===== config.mk =====
export PLATFORM = sky130hd
export DESIGN_NAME = pma_pmd_ident_type_regs
export DESIGN_NICKNAME = d
export VERILOG_FILES = /design/src/pkg/pma_type_pkg.sv /design/src/medium_type_resolve.sv /design/src/pma_pmd_ident_type_regs.sv
export SDC_FILE = /design/constraint.sdc
export NUM_CORES = 1
export LEC_CHECK = 0
export BUFFER_PORTS_ARGS = -buffer_cell sky130_fd_sc_hd__buf_2
export CAP_MARGIN = 20
export CORE_MARGIN = 3
export CORE_UTILIZATION = 40
export CTS_BUF_LIST = sky130_fd_sc_hd__clkbuf_8 sky130_fd_sc_hd__clkbuf_16
export DETAILED_ROUTE_END_ITERATION = 8
export GPL_TIMING_DRIVEN = 0
export PLACE_DENSITY = 0.81
export SLEW_MARGIN = 20
export SYNTH_ARGS = -nofsm -noshare
export SYNTH_HDL_FRONTEND = slang
export SYNTH_SLANG_ARGS = --single-unit

===== constraint.sdc =====
create_clock -name clock -period 2.2 [get_ports clock]
set_clock_uncertainty 0.1 [all_clocks]
set_input_delay 0 -clock clock [delete_from_list [all_inputs] [get_ports clock]]
set_output_delay 0 -clock clock [all_outputs]
set_load 0.05 [all_outputs]

===== src/pkg/pma_type_pkg.sv =====
// Behaviour
// The registers sit in device 0x01 at addresses 0x0005, 0x0006, 0x0007.
// The lower presence register is read-only and always returns 0x008B.
// The upper presence register is read-only and always returns 0xC000.
// Bits [6:0] are a read/write type select, reset 0x3D; [15:7] are zero.
// The select applies only with autonegotiation off and forced link on.
// With autonegotiation on, its outcome gives the type, not the select.
// Software writes only the single-pair BASE-T1 code into the type select.
// Writes to presence registers and reserved control bits have no effect.
package pma_type_pkg;

    // ****************************************************************
    // Register map
    // ****************************************************************
    localparam logic [4:0]  MMD_PMA_PMD        = 5'h01;
    localparam logic [15:0] ADDR_PRESENCE_LOW  = 16'h0005;
    localparam logic [15:0] ADDR_PRESENCE_HIGH = 16'h0006;
    localparam logic [15:0] ADDR_MEDIUM_CTRL   = 16'h0007;

    // ****************************************************************
    // Fixed and reset values
    // ****************************************************************
    localparam logic [15:0] PRESENCE_LOW_VALUE  = 16'h008B;
    localparam logic [15:0] PRESENCE_HIGH_VALUE = 16'hC000;
    localparam int          TYPE_SEL_LSB        = 0;
    localparam int          TYPE_SEL_MSB        = 6;
    localparam int          TYPE_SEL_WIDTH      = 7;
    localparam logic [6:0]  TYPE_SEL_RESET      = 7'h3D;
    localparam logic [6:0]  TYPE_BASE_T1        = 7'h3D;
    localparam logic [15:0] READ_UNMAPPED       = 16'h0000;

    // ****************************************************************
    // Types
    // ****************************************************************
    typedef enum logic [1:0]
    {
        SRC_NONE   = 2'b00,
        SRC_AUTONEG = 2'b01,
        SRC_FORCED = 2'b10
    } type_source_t;

    typedef struct packed
    {
        logic        rd;
        logic        wr;
        logic [4:0]  mmd;
        logic [15:0] addr;
        logic [15:0] wdata;
    } mgmt_req_t;

    typedef struct packed
    {
        logic        valid;
        logic        hit;
        logic [15:0] rdata;
    } mgmt_rsp_t;

endpackage


===== src/medium_type_resolve.sv =====
`timescale 1ns/100ps

// ********************************************************************
// Chooses where the active PHY medium type comes from
// ********************************************************************
module medium_type_resolve
    import pma_type_pkg::*;
(
    // Clock and reset
    input  wire logic                      clock,
    input  wire logic                      rst,
    // Mode inputs
    input  wire logic                      an_enable,
    input  wire logic                      forced_link_en,
    // Type candidates
    input  wire logic [TYPE_SEL_WIDTH-1:0] medium_type_select,
    input  wire logic [TYPE_SEL_WIDTH-1:0] an_resolved_type,
    input  wire logic                      an_resolved_valid,
    // Result
    output logic [TYPE_SEL_WIDTH-1:0]      active_type_ff,
    output logic                           active_valid_ff,
    output type_source_t                   active_source_ff
);

    type_source_t              nxt_source;
    logic [TYPE_SEL_WIDTH-1:0] nxt_type;
    logic                      nxt_valid;

    // ****************************************************************
    // Source selection
    // ****************************************************************
    always_comb
    begin
        nxt_source = SRC_NONE;
        nxt_type   = active_type_ff;
        nxt_valid  = 1'b0;
        if (an_enable)
        begin
            nxt_source = SRC_AUTONEG;
            nxt_type   = an_resolved_type;
            nxt_valid  = an_resolved_valid;
        end
        else if (forced_link_en)
        begin
            nxt_source = SRC_FORCED;
            nxt_type   = medium_type_select;
            nxt_valid  = 1'b1;
        end
    end

    always_ff @(posedge clock or posedge rst)
    begin
        if (rst)
        begin
            active_type_ff   <= TYPE_SEL_RESET;
            active_valid_ff  <= 1'b0;
            active_source_ff <= SRC_NONE;
        end
        else
        begin
            active_type_ff   <= nxt_type;
            active_valid_ff  <= nxt_valid;
            active_source_ff <= nxt_source;
        end
    end

endmodule


===== src/pma_pmd_ident_type_regs.sv =====
`timescale 1ns/100ps

// ********************************************************************
// Presence and medium type registers of the PMA/PMD management device
// ********************************************************************
module pma_pmd_ident_type_regs
    import pma_type_pkg::*;
(
    // Clock and reset
    input  wire logic                      clock,
    input  wire logic                      rst,
    // Management register port
    input  wire mgmt_req_t                 mgmt_req,
    output mgmt_rsp_t                      mgmt_rsp,
    // Link configuration state
    input  wire logic                      an_enable,
    input  wire logic                      forced_link_en,
    input  wire logic [TYPE_SEL_WIDTH-1:0] an_resolved_type,
    input  wire logic                      an_resolved_valid,
    // Medium type outputs
    output logic [TYPE_SEL_WIDTH-1:0]      medium_type_select,
    output logic [TYPE_SEL_WIDTH-1:0]      active_medium_type,
    output logic                           active_type_valid,
    output type_source_t                   active_type_source,
    output logic                           type_select_invalid
);

    // ****************************************************************
    // Address decode
    // ****************************************************************
    function automatic logic is_reg(input mgmt_req_t req,
                                    input logic [15:0] addr);
        is_reg = (req.mmd == MMD_PMA_PMD) && (req.addr == addr);
    endfunction

    logic                      sel_low;
    logic                      sel_high;
    logic                      sel_ctrl;
    logic [TYPE_SEL_WIDTH-1:0] type_select_ff;
    logic [TYPE_SEL_WIDTH-1:0] nxt_type_select;
    logic                      invalid_ff;
    mgmt_rsp_t                 rsp_ff;
    mgmt_rsp_t                 nxt_rsp;

    assign sel_low  = is_reg(mgmt_req, ADDR_PRESENCE_LOW);
    assign sel_high = is_reg(mgmt_req, ADDR_PRESENCE_HIGH);
    assign sel_ctrl = is_reg(mgmt_req, ADDR_MEDIUM_CTRL);

    // ****************************************************************
    // Type select field
    // ****************************************************************
    always_comb
    begin
        nxt_type_select = type_select_ff;
        if (mgmt_req.wr && sel_ctrl)
        begin
            // Only the low field is stored; upper bits are dropped.
            nxt_type_select =
                mgmt_req.wdata[TYPE_SEL_MSB:TYPE_SEL_LSB];
        end
    end

    always_ff @(posedge clock or posedge rst)
    begin
        if (rst)
        begin
            type_select_ff <= TYPE_SEL_RESET;
        end
        else
        begin
            type_select_ff <= nxt_type_select;
        end
    end

    // ****************************************************************
    // Flag a type code other than single-pair BASE-T1
    // ****************************************************************
    always_ff @(posedge clock or posedge rst)
    begin
        if (rst)
        begin
            invalid_ff <= 1'b0;
        end
        else
        begin
            invalid_ff <= (nxt_type_select != TYPE_BASE_T1);
        end
    end

    // ****************************************************************
    // Read path
    // ****************************************************************
    always_comb
    begin
        nxt_rsp       = '0;
        nxt_rsp.valid = mgmt_req.rd;
        nxt_rsp.rdata = READ_UNMAPPED;
        if (mgmt_req.rd)
        begin
            nxt_rsp.hit = sel_low || sel_high || sel_ctrl;
            if (sel_low)
            begin
                nxt_rsp.rdata = PRESENCE_LOW_VALUE;
            end
            else if (sel_high)
            begin
                nxt_rsp.rdata = PRESENCE_HIGH_VALUE;
            end
            else if (sel_ctrl)
            begin
                nxt_rsp.rdata = {9'h000, type_select_ff};
            end
        end
    end

    always_ff @(posedge clock or posedge rst)
    begin
        if (rst)
        begin
            rsp_ff <= '0;
        end
        else
        begin
            rsp_ff <= nxt_rsp;
        end
    end

    assign mgmt_rsp            = rsp_ff;
    assign medium_type_select  = type_select_ff;
    assign type_select_invalid = invalid_ff;

    // ****************************************************************
    // Active medium type
    // ****************************************************************
    medium_type_resolve u_resolve
    (
        .clock              (clock),
        .rst                (rst),
        .an_enable          (an_enable),
        .forced_link_en     (forced_link_en),
        .medium_type_select (type_select_ff),
        .an_resolved_type   (an_resolved_type),
        .an_resolved_valid  (an_resolved_valid),
        .active_type_ff     (active_medium_type),
        .active_valid_ff    (active_type_valid),
        .active_source_ff   (active_type_source)
    );

endmodule


==> key figures, run 1 <==
STA
  – Worst slew pin tran: 0.5860 ns
  – Setup tns final: 0 ns
  – Max Freq: 645.6 MHz
  – Period utilization: 70.41%
  – Slew Viols, Final: 0
  – Final setup fails: 0
  – Max_slew headroom: slightly above 60%
  – Hold_ws: about 0.094 ns
  – Post-layout min period: 1.549 ns
  – Unrepaired setup endpoints after global routing: no
  – Final hold violations: 0

Floorplan
  – Placeable Area: about 2900 um^2
  – Die Span Y: 62.79 um
  – # rows: 19
  – Horiz. Die Dim: 62.79 um
  – I/O pin cnt: 87
  – Initial Util: 44.48%
  – Die ar.: 3943 um^2

Worst setup path
  – Critical path endpoint category: register
  – RR Startpoint: medium_type_select[0]
  – CP Data Arrival Time: 1.61 ns
  – Startpoint types: primary input
  – CP required: 2.26 ns
  – Crit Path Class: primary input to register
  – Worst setup path start: mgmt_req[38]
  – Critical Path End: mgmt_rsp[16]
  – Register-to-Register Path Depth: 3
  – R2R Setup Slk: ~0.66 ns
  – Reg2reg end: type_select_invalid
  – Largest fanout on the critical path: 10

Global routing
  – Largest net degree at the start of global routing: 30
  – Gr usage total: 18.37%
  – Vias in the first global route: 1201
  – First-pass GRT wire length: 5547 um
  – Grt ovf: 0
  – Initial antenna violation count: 0

Route
  – Vias per cell: 4.717
  – Drt first-iter violations: 36
  – Top sig layer: met4
  – Final antenna-violating net count: 0
  – M1 wire length: around 1200 um
  – Drt pass-1 iters: 4
  – WL/cell: 13.85 um
  – DRC errors left: 0
  – Metal3 WL: 230 um
  – WL met2: ~1900 um
  – Final wirelength: 3420 um
  – Via count: approximately 1200

Final layout
  – Final Cell Area: 2066 um^2
  – N_diodes: 0
  – Layout cell share with drive strength beyond 1: a little over half
  – Area Overhead vs Synth: 60.14%
  – Nets: 255

Placement
  – DP Area: roughly 1700 um^2
  – DP HPWL: between 2000 and 2500 um
  – GP Congestion: 0.7605
  – Count of input and output buffers: 70

Hold path
  – HP Class: primary input to async pin

Logic synthesis
  – #FFs+latches synth: 29
  – Yosys warns: 0
  – Post-synth top area share: between 30% and 40%
  – Area contributors post-synth: dfrtp_1 (37%), dfstp_2 (20%), mux2_4 (9.3%), mux2i_1 (5.4%), buf_4 (4.1%)
  – Sequential share of the synthesized area: 57.23%
  – Unique masters post-synth: 28
  – Mean Syn Cell Area: between 10 and 15 um^2
  – Synth area leader: dfrtp_1
  – Mapped Cells: 100
  – Synth Cell Area: 1290 um^2

Clock network
  – Cts repair resizes: 0
  – Total CTS buffers: 5
  – CTS sink cnt: 29
  – Worst-Skew Late Latency: 0.28 ns
  – TritonCTS clock tree: done
  – H-Tree Depth: 2
  – # Post-CTS Setup Buffers: 0
  – Clk buf depth: 2
  – Cts hold-fix bufs: 21
  – Root buffer cell: clkbuf_8
  – Clock slew at reported path FFs: 0.06 ns

Run status
  – Outcome: finished, final reports clean

Power and ir drop
  – Leak Pwr: 1.130 nW
  – PD cells: 638.8 nW/um^2
  – Peak supply drop: 0.7361 mV

Flow run
  – Max-cap viol count: 0
## through the flow
stage | power [mW] | util, % | std cells | setup slack, ns
floorplan | 0.6797 | - | 105 | 0.6082
global placement | 0.7361 | 59.02 | 217 | 0.7330
detailed placement | 0.7409 | 59.02 | 217 | 0.6596
CTS | 1.325 | 70.28 | 246 | 0.6484
global route | 1.380 | 71.23 | 247 | 0.5236
finish | 1.320 | 71.23 | 247 | 0.6510
## power by group
| group | total (mW) | internal [mW] | switching, mW |
|---|---|---|---|
| Clock | 0.551 | 0.364 | 0.188 |
| Sequential | 0.559 | 0.553 | 0.00597 |
| Combinational | 0.210 | 0.0837 | 0.126 |
| Total | 1.32 | 1.00 | 0.320 |
## cells in the mapped netlist
master	count
mux2_4	8
o21a_1	1
inv_1	1
nor4bb_1	2
clkbuf_1	2
nand2b_1	3
and3_2	2
nor2b_1	1
mux2i_1	7
buf_4	7
o21ai_0	7
buf_2	1
nand4_1	2
nor4b_1	1
a21o_1	1
nand2_1	7
conb_1	1
nor4_1	2
dfstp_2	10
and4b_1	1
and4_4	1
and3_1	7
and3b_1	2
buf_12	1
nor3_1	1
dfrtp_1	19
nor2_1	1
and2_2	1
## critical path: stages
cell and delay, ns:
dlygate4sd3_1 0.52, buf_2 0.12, and3_2 0.16, buf_2 0.16
o21a_1 0.11, dlygate4sd3_1 0.54
## registers in the layout, indices dropped and copies added (netlist names)
name,count
u_resolve.active_valid_ff,1
u_resolve.active_source_ff,2
medium_type_select,7
mgmt_rsp,11
u_resolve.active_type_ff,7
type_select_invalid,1
## cell families after synthesis
kind of cell	count (synthesis)	synth area share, %
other	1	0.2907
DFF	29	57.23
and+or+nand+nor	34	16.97
buffers and inverters	12	6.886
AOI/OAI and AO/OA	9	3.880
muxes	15	14.74
## layout make-up
type,instances,area (um^2)
Clock buffer,6,82.58
Timing Repair Buffer,92,588.1
Tap cell,42,52.55
Multi-Input combinational cell,64,481.7
Buffer,11,85.08
Fill cell,219,834.6
Clock inverter,2,33.78
Sequential cell,29,738.2
Inverter,1,3.754
## layer usage
layer / track usage, % / up-vias
met2: 34.49 / 56
li1: - / 550
met5: 0 / -
met3: 5.576 / 6
met4: 6.887 / 0
met1: 18.96 / 553
## how the worst min path moves through the flow
stage	startpoint	to	slack [ns]
finish	rst	mgmt_rsp[5]	0.09
global route	rst	mgmt_rsp[5]	0.11
CTS	forced_link_en	u_resolve.active_source_ff[1]	0.11
detailed placement	mgmt_req[38]	mgmt_rsp[17]	0.02
global placement	mgmt_req[38]	mgmt_rsp[17]	0.02
floorplan	mgmt_req[38]	mgmt_rsp[17]	-0.07
## placed cells by master, fill, tap and decap left out
master / synthesis / final
buf_12: 1 / 1
dlygate4sd3_1: 0 / 21
buf_4: 7 / 7
nor4bb_1: 2 / 2
conb_1: 1 / 6
a21o_1: 1 / 1
and4_4: 1 / 1
nor3_1: 1 / 1
nand4_1: 2 / 2
nor2b_1: 1 / 1
mux2i_1: 7 / 7
dfrtp_1: 19 / 19
clkbuf_1: 2 / 2
nand2_1: 7 / 7
and3_1: 7 / 7
nor4_1: 2 / 2
bufinv_16: 0 / 1
and3_2: 2 / 2
and4b_1: 1 / 1
and2_2: 1 / 1
and3b_1: 2 / 2
mux2_4: 8 / 8
buf_16: 0 / 1
buf_2: 1 / 71
clkinv_1: 0 / 1
nor4b_1: 1 / 1
o21a_1: 1 / 1
dfstp_2: 10 / 10
nand2b_1: 3 / 3
o21ai_0: 7 / 7
nor2_1: 1 / 1
clkbuf_8: 0 / 6
inv_1: 1 / 1
Note: power is estimated with default switching activity, not from simulation.
==> run 2: changes to the inputs <==
--- a/config.mk
+++ b/config.mk
@@ -8,11 +8,11 @@
 export BUFFER_PORTS_ARGS = -buffer_cell sky130_fd_sc_hd__buf_2
 export CAP_MARGIN = 20
 export CORE_MARGIN = 3
-export CORE_UTILIZATION = 40
+export CORE_UTILIZATION = 37
 export CTS_BUF_LIST = sky130_fd_sc_hd__clkbuf_8 sky130_fd_sc_hd__clkbuf_16
 export DETAILED_ROUTE_END_ITERATION = 8
 export GPL_TIMING_DRIVEN = 0
-export PLACE_DENSITY = 0.81
+export PLACE_DENSITY = 0.79
 export SLEW_MARGIN = 20
 export SYNTH_ARGS = -nofsm -noshare
 export SYNTH_HDL_FRONTEND = slang
==> constraint.sdc (replaced) <==
create_clock -name clock -period 1.4 [get_ports clock]
set_clock_uncertainty 0.1 [all_clocks]
set_input_delay 0 -clock clock [delete_from_list [all_inputs] [get_ports clock]]
set_output_delay 0 -clock clock [all_outputs]
set_load 0.05 [all_outputs]
==> key figures, run 2 (synthesized netlist as in run 1, its figures left out) <==
Placement
  – Post-Place Worst Slack: -0.08130 ns (-0.7409 ns)
  – GP Congestion: 0.7192 (-5.4%)
  – DP Area: 1714 um^2 (+0.15%)
  – Count of input and output buffers: 70 (unchanged)
  – Placed Instances: 219 (+0.92%)

Clock network
  – TritonCTS clock tree: done
  – Clk buf depth: 2 (unchanged)
  – CTS sink cnt: 29 (unchanged)
  – Worst-Skew Late Latency: 0.28 ns (about the same)
  – Clock slew at reported path FFs: 0.06 ns (about the same)
  – Root buffer cell: clkbuf_8
  – H-Tree Depth: 2 (unchanged)
  – Total CTS buffers: 5 (unchanged)

STA
  – Max Freq: 725.0 MHz
  – Worst slew pin tran: 0.5757 ns (-0.01038 ns)
  – Post-layout min period: 1.379 ns
  – Period utilization: a little over nine tenths
  – Slew Viols, Final: 0 (unchanged)
  – Max_slew headroom: 61.57% (+0.64 points)
  – Unrepaired setup endpoints after global routing: yes
  – Hold_ws: 0.08284 ns (-0.01161 ns)
  – Final setup fails: 0 (unchanged)
  – Final hold violations: 0 (unchanged)
  – Setup tns final: 0 ns (unchanged)
  – Worst setup margin: 0.02077 ns (-0.6302 ns)

Worst setup path
  – Worst path depth: 3 (-3)
  – Register-to-Register Path Depth: 3 (unchanged)
  – Startpoint types: register
  – Largest fanout on the critical path: 2 (-8)
  – Top delay family on crit path: flip-flops
  – CP max stage delay: 0.52 ns (-0.02 ns)
  – Bufs and invs on worst path: 0 (-4)
  – Slowest cell on crit path: dfstp_2
  – Cell chain of the critical path: nor4bb_2 > nand4_1 > mux2_4
  – CP required: 1.46 ns (-0.80 ns)
  – CP Data Arrival Time: 1.44 ns (-0.17 ns)
  – Crit Path Class: register to register
  – Critical path endpoint category: register

Floorplan
  – Placeable Area: 3178 um^2 (+9.6%)
  – Die Span Y: 65.05 um (+3.6%)
  – Initial Util: 40.59% (-3.9 points)
  – Die ar.: 4231 um^2 (+7.3%)
  – # rows: 20 (+1)
  – Horiz. Die Dim: 65.05 um (+3.6%)
  – I/O pin cnt: 87 (unchanged)

Hold path
  – Hold Crit Depth: 3
  – HP Class: primary input to register

Global routing
  – Initial antenna violation count: 0 (unchanged)
  – Grt ovf: 0 (unchanged)
  – Largest net degree at the start of global routing: 30 (unchanged)
  – Vias in the first global route: 1154 (-3.9%)
  – First-pass GRT wire length: 5361 um (-3.4%)
  – Gr usage total: 17.23% (-1.1 points)

Route
  – DRC errors left: 0 (unchanged)
  – Final antenna-violating net count: 0 (unchanged)
  – Drt first-iter violations: 34 (-5.6%)
  – WL/cell: 13.50 um (-2.5%)
  – Drt pass-1 iters: 4 (unchanged)
  – Via count: 1154 (-0.94%)
  – Vias per cell: 4.635 (-1.7%)
  – Final wirelength: 3362 um (-1.7%)

Power and ir drop
  – Switching power: 498.1 uW (+56%)
  – Pint: 1.566 mW (+57%)
  – Pwr Total: 2.064 mW (+56%)
  – Peak supply drop: 0.7639 mV (+3.8%)
  – PD cells: 1005 nW/um^2 (+57%)
  – Flop pwr share: 42.5% (+0.2 points)
  – Clock share of power: 41.8% (about the same)
  – Logic pwr share: 15.7% (-0.2 points)
  – Leak Pwr: 1.123 nW (-0.63%)
  – Sw Ratio: 24.13% (-0.086 points)

Final layout
  – Post-route insts no fill: 249 (+0.81%)
  – Most common cell after layout, fill and taps aside: buf_2
  – Final Cell Area: 2054 um^2 (-0.55%)
  – N_diodes: 0 (unchanged)
  – Max reg flops: 11 (unchanged)
  – Area Overhead vs Synth: 59.26%
  – # fillers: 252 (+15%)
  – Nets: 255 (unchanged)
  – Most frequent cells in the layout: buf_2 (71), dlygate4sd3_1 (21), dfrtp_1 (19)
  – Fin util: 64.65% (-6.6 points)
  – Layout cell share with drive strength beyond 1: 54.15% (+0.98 points)

Run status
  – Outcome: finished, final reports clean

Flow run
  – Max-cap viol count: 0 (unchanged)
## run 2: cell count changes in the layout (fill, tap and decap cells not counted)
cell,delta
nor4bb_1,-1
clkinv_1,-1
buf_16,-1
inv_2,+1
nor4bb_2,+1
buf_4,+1
## run 2: routing by layer
layer  track usage, %  wire [um]  vias to the layer above
met2            30.27       1726                       60
met4            9.585        114                        0
li1                 -          -                      548
met3            5.026        236                        9
met1            18.35       1283                      537
met5                0          0                        -
## run 2: cell type report
class | instances | area [um^2] | share of cell area, %
Timing Repair Buffer | 92 | 568.0 | 27.65
Clock buffer | 6 | 82.58 | 4.019
Buffer | 11 | 85.08 | 4.141
Sequential cell | 29 | 738.2 | 35.93
Clock inverter | 2 | 33.78 | 1.644
Multi-Input combinational cell | 64 | 488.0 | 23.75
Inverter | 1 | 3.754 | 0.1827
Tap cell | 44 | 55.05 | 2.680
## run 2: timing repair
action | CTS | global route
hold buffers | 21 | 0
setup endpoints to repair | 1 | 1
buffers inserted | 1 | 0
endpoints found under the hold margin | 44 | 0
cloned | 0 | 0
resized for setup | 1 | 0
## run 2: worst reg2reg max path: cells and delay by family (launching register included)
kind | cells | cell delay [ns]
flops | 1 | 0.52
simple gates | 2 | 0.37
mux | 1 | 0.28
## run 2: worst paths after layout
check                                              endpoint  slack (ns)                   startpoint
worst min-delay path                            mgmt_rsp[2]        0.08                 mgmt_req[16]
worst min register to register  u_resolve.active_type_ff[2]        0.46  u_resolve.active_type_ff[2]
worst max register to register          type_select_invalid        0.02        medium_type_select[0]
worst max-delay path                    type_select_invalid        0.02        medium_type_select[0]
max in group asynchronous       u_resolve.active_type_ff[6]        0.59                          rst
min in group asynchronous         u_resolve.active_valid_ff        0.22                          rst
## run 2: power groups by stage
stage	combinational, mW	clock [mW]	sequential (mW)
global route	0.348	0.926	0.878
finish	0.323	0.863	0.878
global placement	0.270	0	0.890
detailed placement	0.274	0	0.891
floorplan	0.0984	0	0.970
CTS	0.319	0.885	0.877
==> run 3: changes to the inputs <==
--- a/config.mk
+++ b/config.mk
@@ -12,7 +12,7 @@
 export CTS_BUF_LIST = sky130_fd_sc_hd__clkbuf_8 sky130_fd_sc_hd__clkbuf_16
 export DETAILED_ROUTE_END_ITERATION = 8
 export GPL_TIMING_DRIVEN = 0
-export PLACE_DENSITY = 0.79
+export PLACE_DENSITY = 0.86
 export SLEW_MARGIN = 20
 export SYNTH_ARGS = -nofsm -noshare
 export SYNTH_HDL_FRONTEND = slang
==> key figures, run 3 (synthesized netlist as in run 1, its figures left out) <==
Final layout
  – N_diodes: 0 (unchanged)
  – Most common cell after layout, fill and taps aside: buf_2
  – Nets: 256 (+0.39%)
  – Layout cell share with drive strength beyond 1: 55.34% (+1.2 points)
  – Fin util: 64.69% (about the same)
  – Max reg flops: 11 (unchanged)
  – Most frequent cells in the layout: buf_2 (70), dlygate4sd3_1 (20), dfrtp_1 (19)
  – Final Cell Area: 2056 um^2 (about the same)
  – # fillers: 266 (+5.6%)
  – Area Overhead vs Synth: 59.36% (about the same)

Route
  – DRC errors left: 0 (unchanged)
  – WL/cell: 13.67 um (+1.2%)
  – Final wirelength: 3417 um (+1.6%)
  – Drt pass-1 iters: 4 (unchanged)
  – Drt first-iter violations: 42 (+24%)
  – Via count: 1133 (-1.8%)
  – Vias per cell: 4.532 (-2.2%)
  – Final antenna-violating net count: 0 (unchanged)

Worst setup path
  – CP max stage delay: 0.53 ns (about the same)
  – Cell chain of the critical path: nor4bb_4 > nand4_1 > mux2_4
  – Register-to-Register Path Depth: 3 (unchanged)
  – Reg2reg end: type_select_invalid
  – CP Data Arrival Time: 1.48 ns (+0.04 ns)
  – CP required: 1.46 ns (about the same)
  – Startpoint types: register
  – Critical path endpoint category: register
  – R2R Setup Slk: -0.02 ns (-0.04 ns)
  – Crit Path Class: register to register
  – RR Startpoint: medium_type_select[2]
  – Largest fanout on the critical path: 2 (unchanged)
  – Slowest cell on crit path: dfstp_2

Hold path
  – Hold EP: mgmt_rsp[4]
  – Hold Crit Depth: 3 (unchanged)
  – Min-delay src: mgmt_req[16]
  – HP Class: primary input to register

STA
  – Slew Viols, Final: 0 (unchanged)
  – Post-layout min period: 1.419 ns (+0.03931 ns)
  – Final hold violations: 0 (unchanged)
  – Final setup fails: 1 (+1)
  – Worst setup margin: -0.01855 ns (-0.03931 ns)
  – Setup tns final: -0.01855 ns (-0.01855 ns)
  – Unrepaired setup endpoints after global routing: yes
  – Worst slew pin tran: 0.5902 ns (+0.01454 ns)
  – Period utilization: 101.3% (+2.8 points)
  – Max_slew headroom: 60.60% (-0.97 points)
  – Max Freq: 704.9 MHz (-2.8%)

Power and ir drop
  – PD cells: 940.8 nW/um^2 (-6.4%)
  – Leak Pwr: 1.121 nW (-0.21%)
  – Peak supply drop: 0.5743 mV (-25%)
  – Pwr Total: 1.934 mW (-6.3%)

Clock network
  – Worst-Skew Late Latency: 0.28 ns (about the same)
  – H-Tree Depth: 2 (unchanged)
  – Root buffer cell: clkbuf_8
  – Total CTS buffers: 5 (unchanged)
  – TritonCTS clock tree: done
  – Clk buf depth: 2 (unchanged)
  – Clock slew at reported path FFs: 0.06 ns (about the same)
  – CTS sink cnt: 29 (unchanged)

Placement
  – Post-Place Worst Slack: -0.08857 ns (-0.007262 ns)
  – Count of input and output buffers: 70 (unchanged)
  – GP Congestion: 0.7351 (+2.2%)
  – DP Area: 1714 um^2 (unchanged)

Floorplan
  – Die Span Y: 65.05 um (unchanged)
  – # rows: 20 (unchanged)
  – I/O pin cnt: 87 (unchanged)
  – Die ar.: 4231 um^2 (unchanged)
  – Horiz. Die Dim: 65.05 um (unchanged)
  – Placeable Area: 3178 um^2 (unchanged)
  – Initial Util: 40.59% (unchanged)

Global routing
  – Vias in the first global route: 1035 (-10%)
  – Largest net degree at the start of global routing: 30 (unchanged)
  – Initial antenna violation count: 0 (unchanged)
  – First-pass GRT wire length: 5140 um (-4.1%)
  – Grt ovf: 0 (unchanged)
  – Gr usage total: 17.02% (-0.21 points)

Flow run
  – Max-cap viol count: 0 (unchanged)

Run status
  – Failing checks: negative setup slack
  – Outcome: complete, but fails checks
## run 3: per-layer routing
metal	global-route usage [%]	vias up	part of all wire, %
met3	6.932	6	8.1
met2	29.25	53	52
met5	0	-	0
li1	-	551	-
met1	18.82	523	38
met4	6.218	0	1.3
## run 3: report_power, final
part	internal [mW]	switching [mW]
Clock	0.443	0.295
Combinational	0.124	0.195
Sequential	0.869	0.00878
Total	1.44	0.499
## run 3: layout make-up
class / count / area [um^2] / share of cell area (%)
flip-flops and latches: 29 / 738.2 / 35.91
repair buffers: 93 / 575.6 / 28.00
multi-input cells: 64 / 496.7 / 24.16
clock buffers: 7 / 96.34 / 4.687
plain buffers: 11 / 85.08 / 4.139
well taps: 44 / 55.05 / 2.678
clock inverters: 1 / 5.005 / 0.2435
inverters: 1 / 3.754 / 0.1826
## run 3: stage by stage
| stage | hold slack, ns | instances |
|---|---|---|
| floorplan | -0.06857 | 105 |
| global placement | 0.02198 | 219 |
| detailed placement | 0.02156 | 219 |
| CTS | 0.04716 | 249 |
| global route | 0.07351 | 250 |
| finish | 0.06589 | 250 |
## run 3: timing repair
action | 4_1_cts | 5_1_grt
setup endpoints to repair | 1 | 1
resized for setup | 1 | 2
setup buffers | 2 | 1
gates cloned | 0 | 0
hold endpoints to repair | 44 | 0
pin swaps | 1 | 2
hold buffers | 20 | 0
## run 3: worst max path at each step
stage / start / to / slack (ns) / cells after the start
final: medium_type_select[2] / type_select_invalid / -0.02 / 3
after global routing: medium_type_select[2] / type_select_invalid / -0.06 / 3
after CTS: medium_type_select[0] / type_select_invalid / -0.003 / 3
after global placement: mgmt_req[25] / type_select_invalid / -0.09 / 6
after floorplan: medium_type_select[0] / type_select_invalid / -0.19 / 3
after detailed placement: mgmt_req[25] / type_select_invalid / -0.09 / 6
## run 3: worst max-delay path: cells and delay by family, from the launching register on
family | cells | cell delay, ns
flip-flops | 1 | 0.53
AND/OR/NAND/NOR | 2 | 0.38
multiplexers | 1 | 0.28
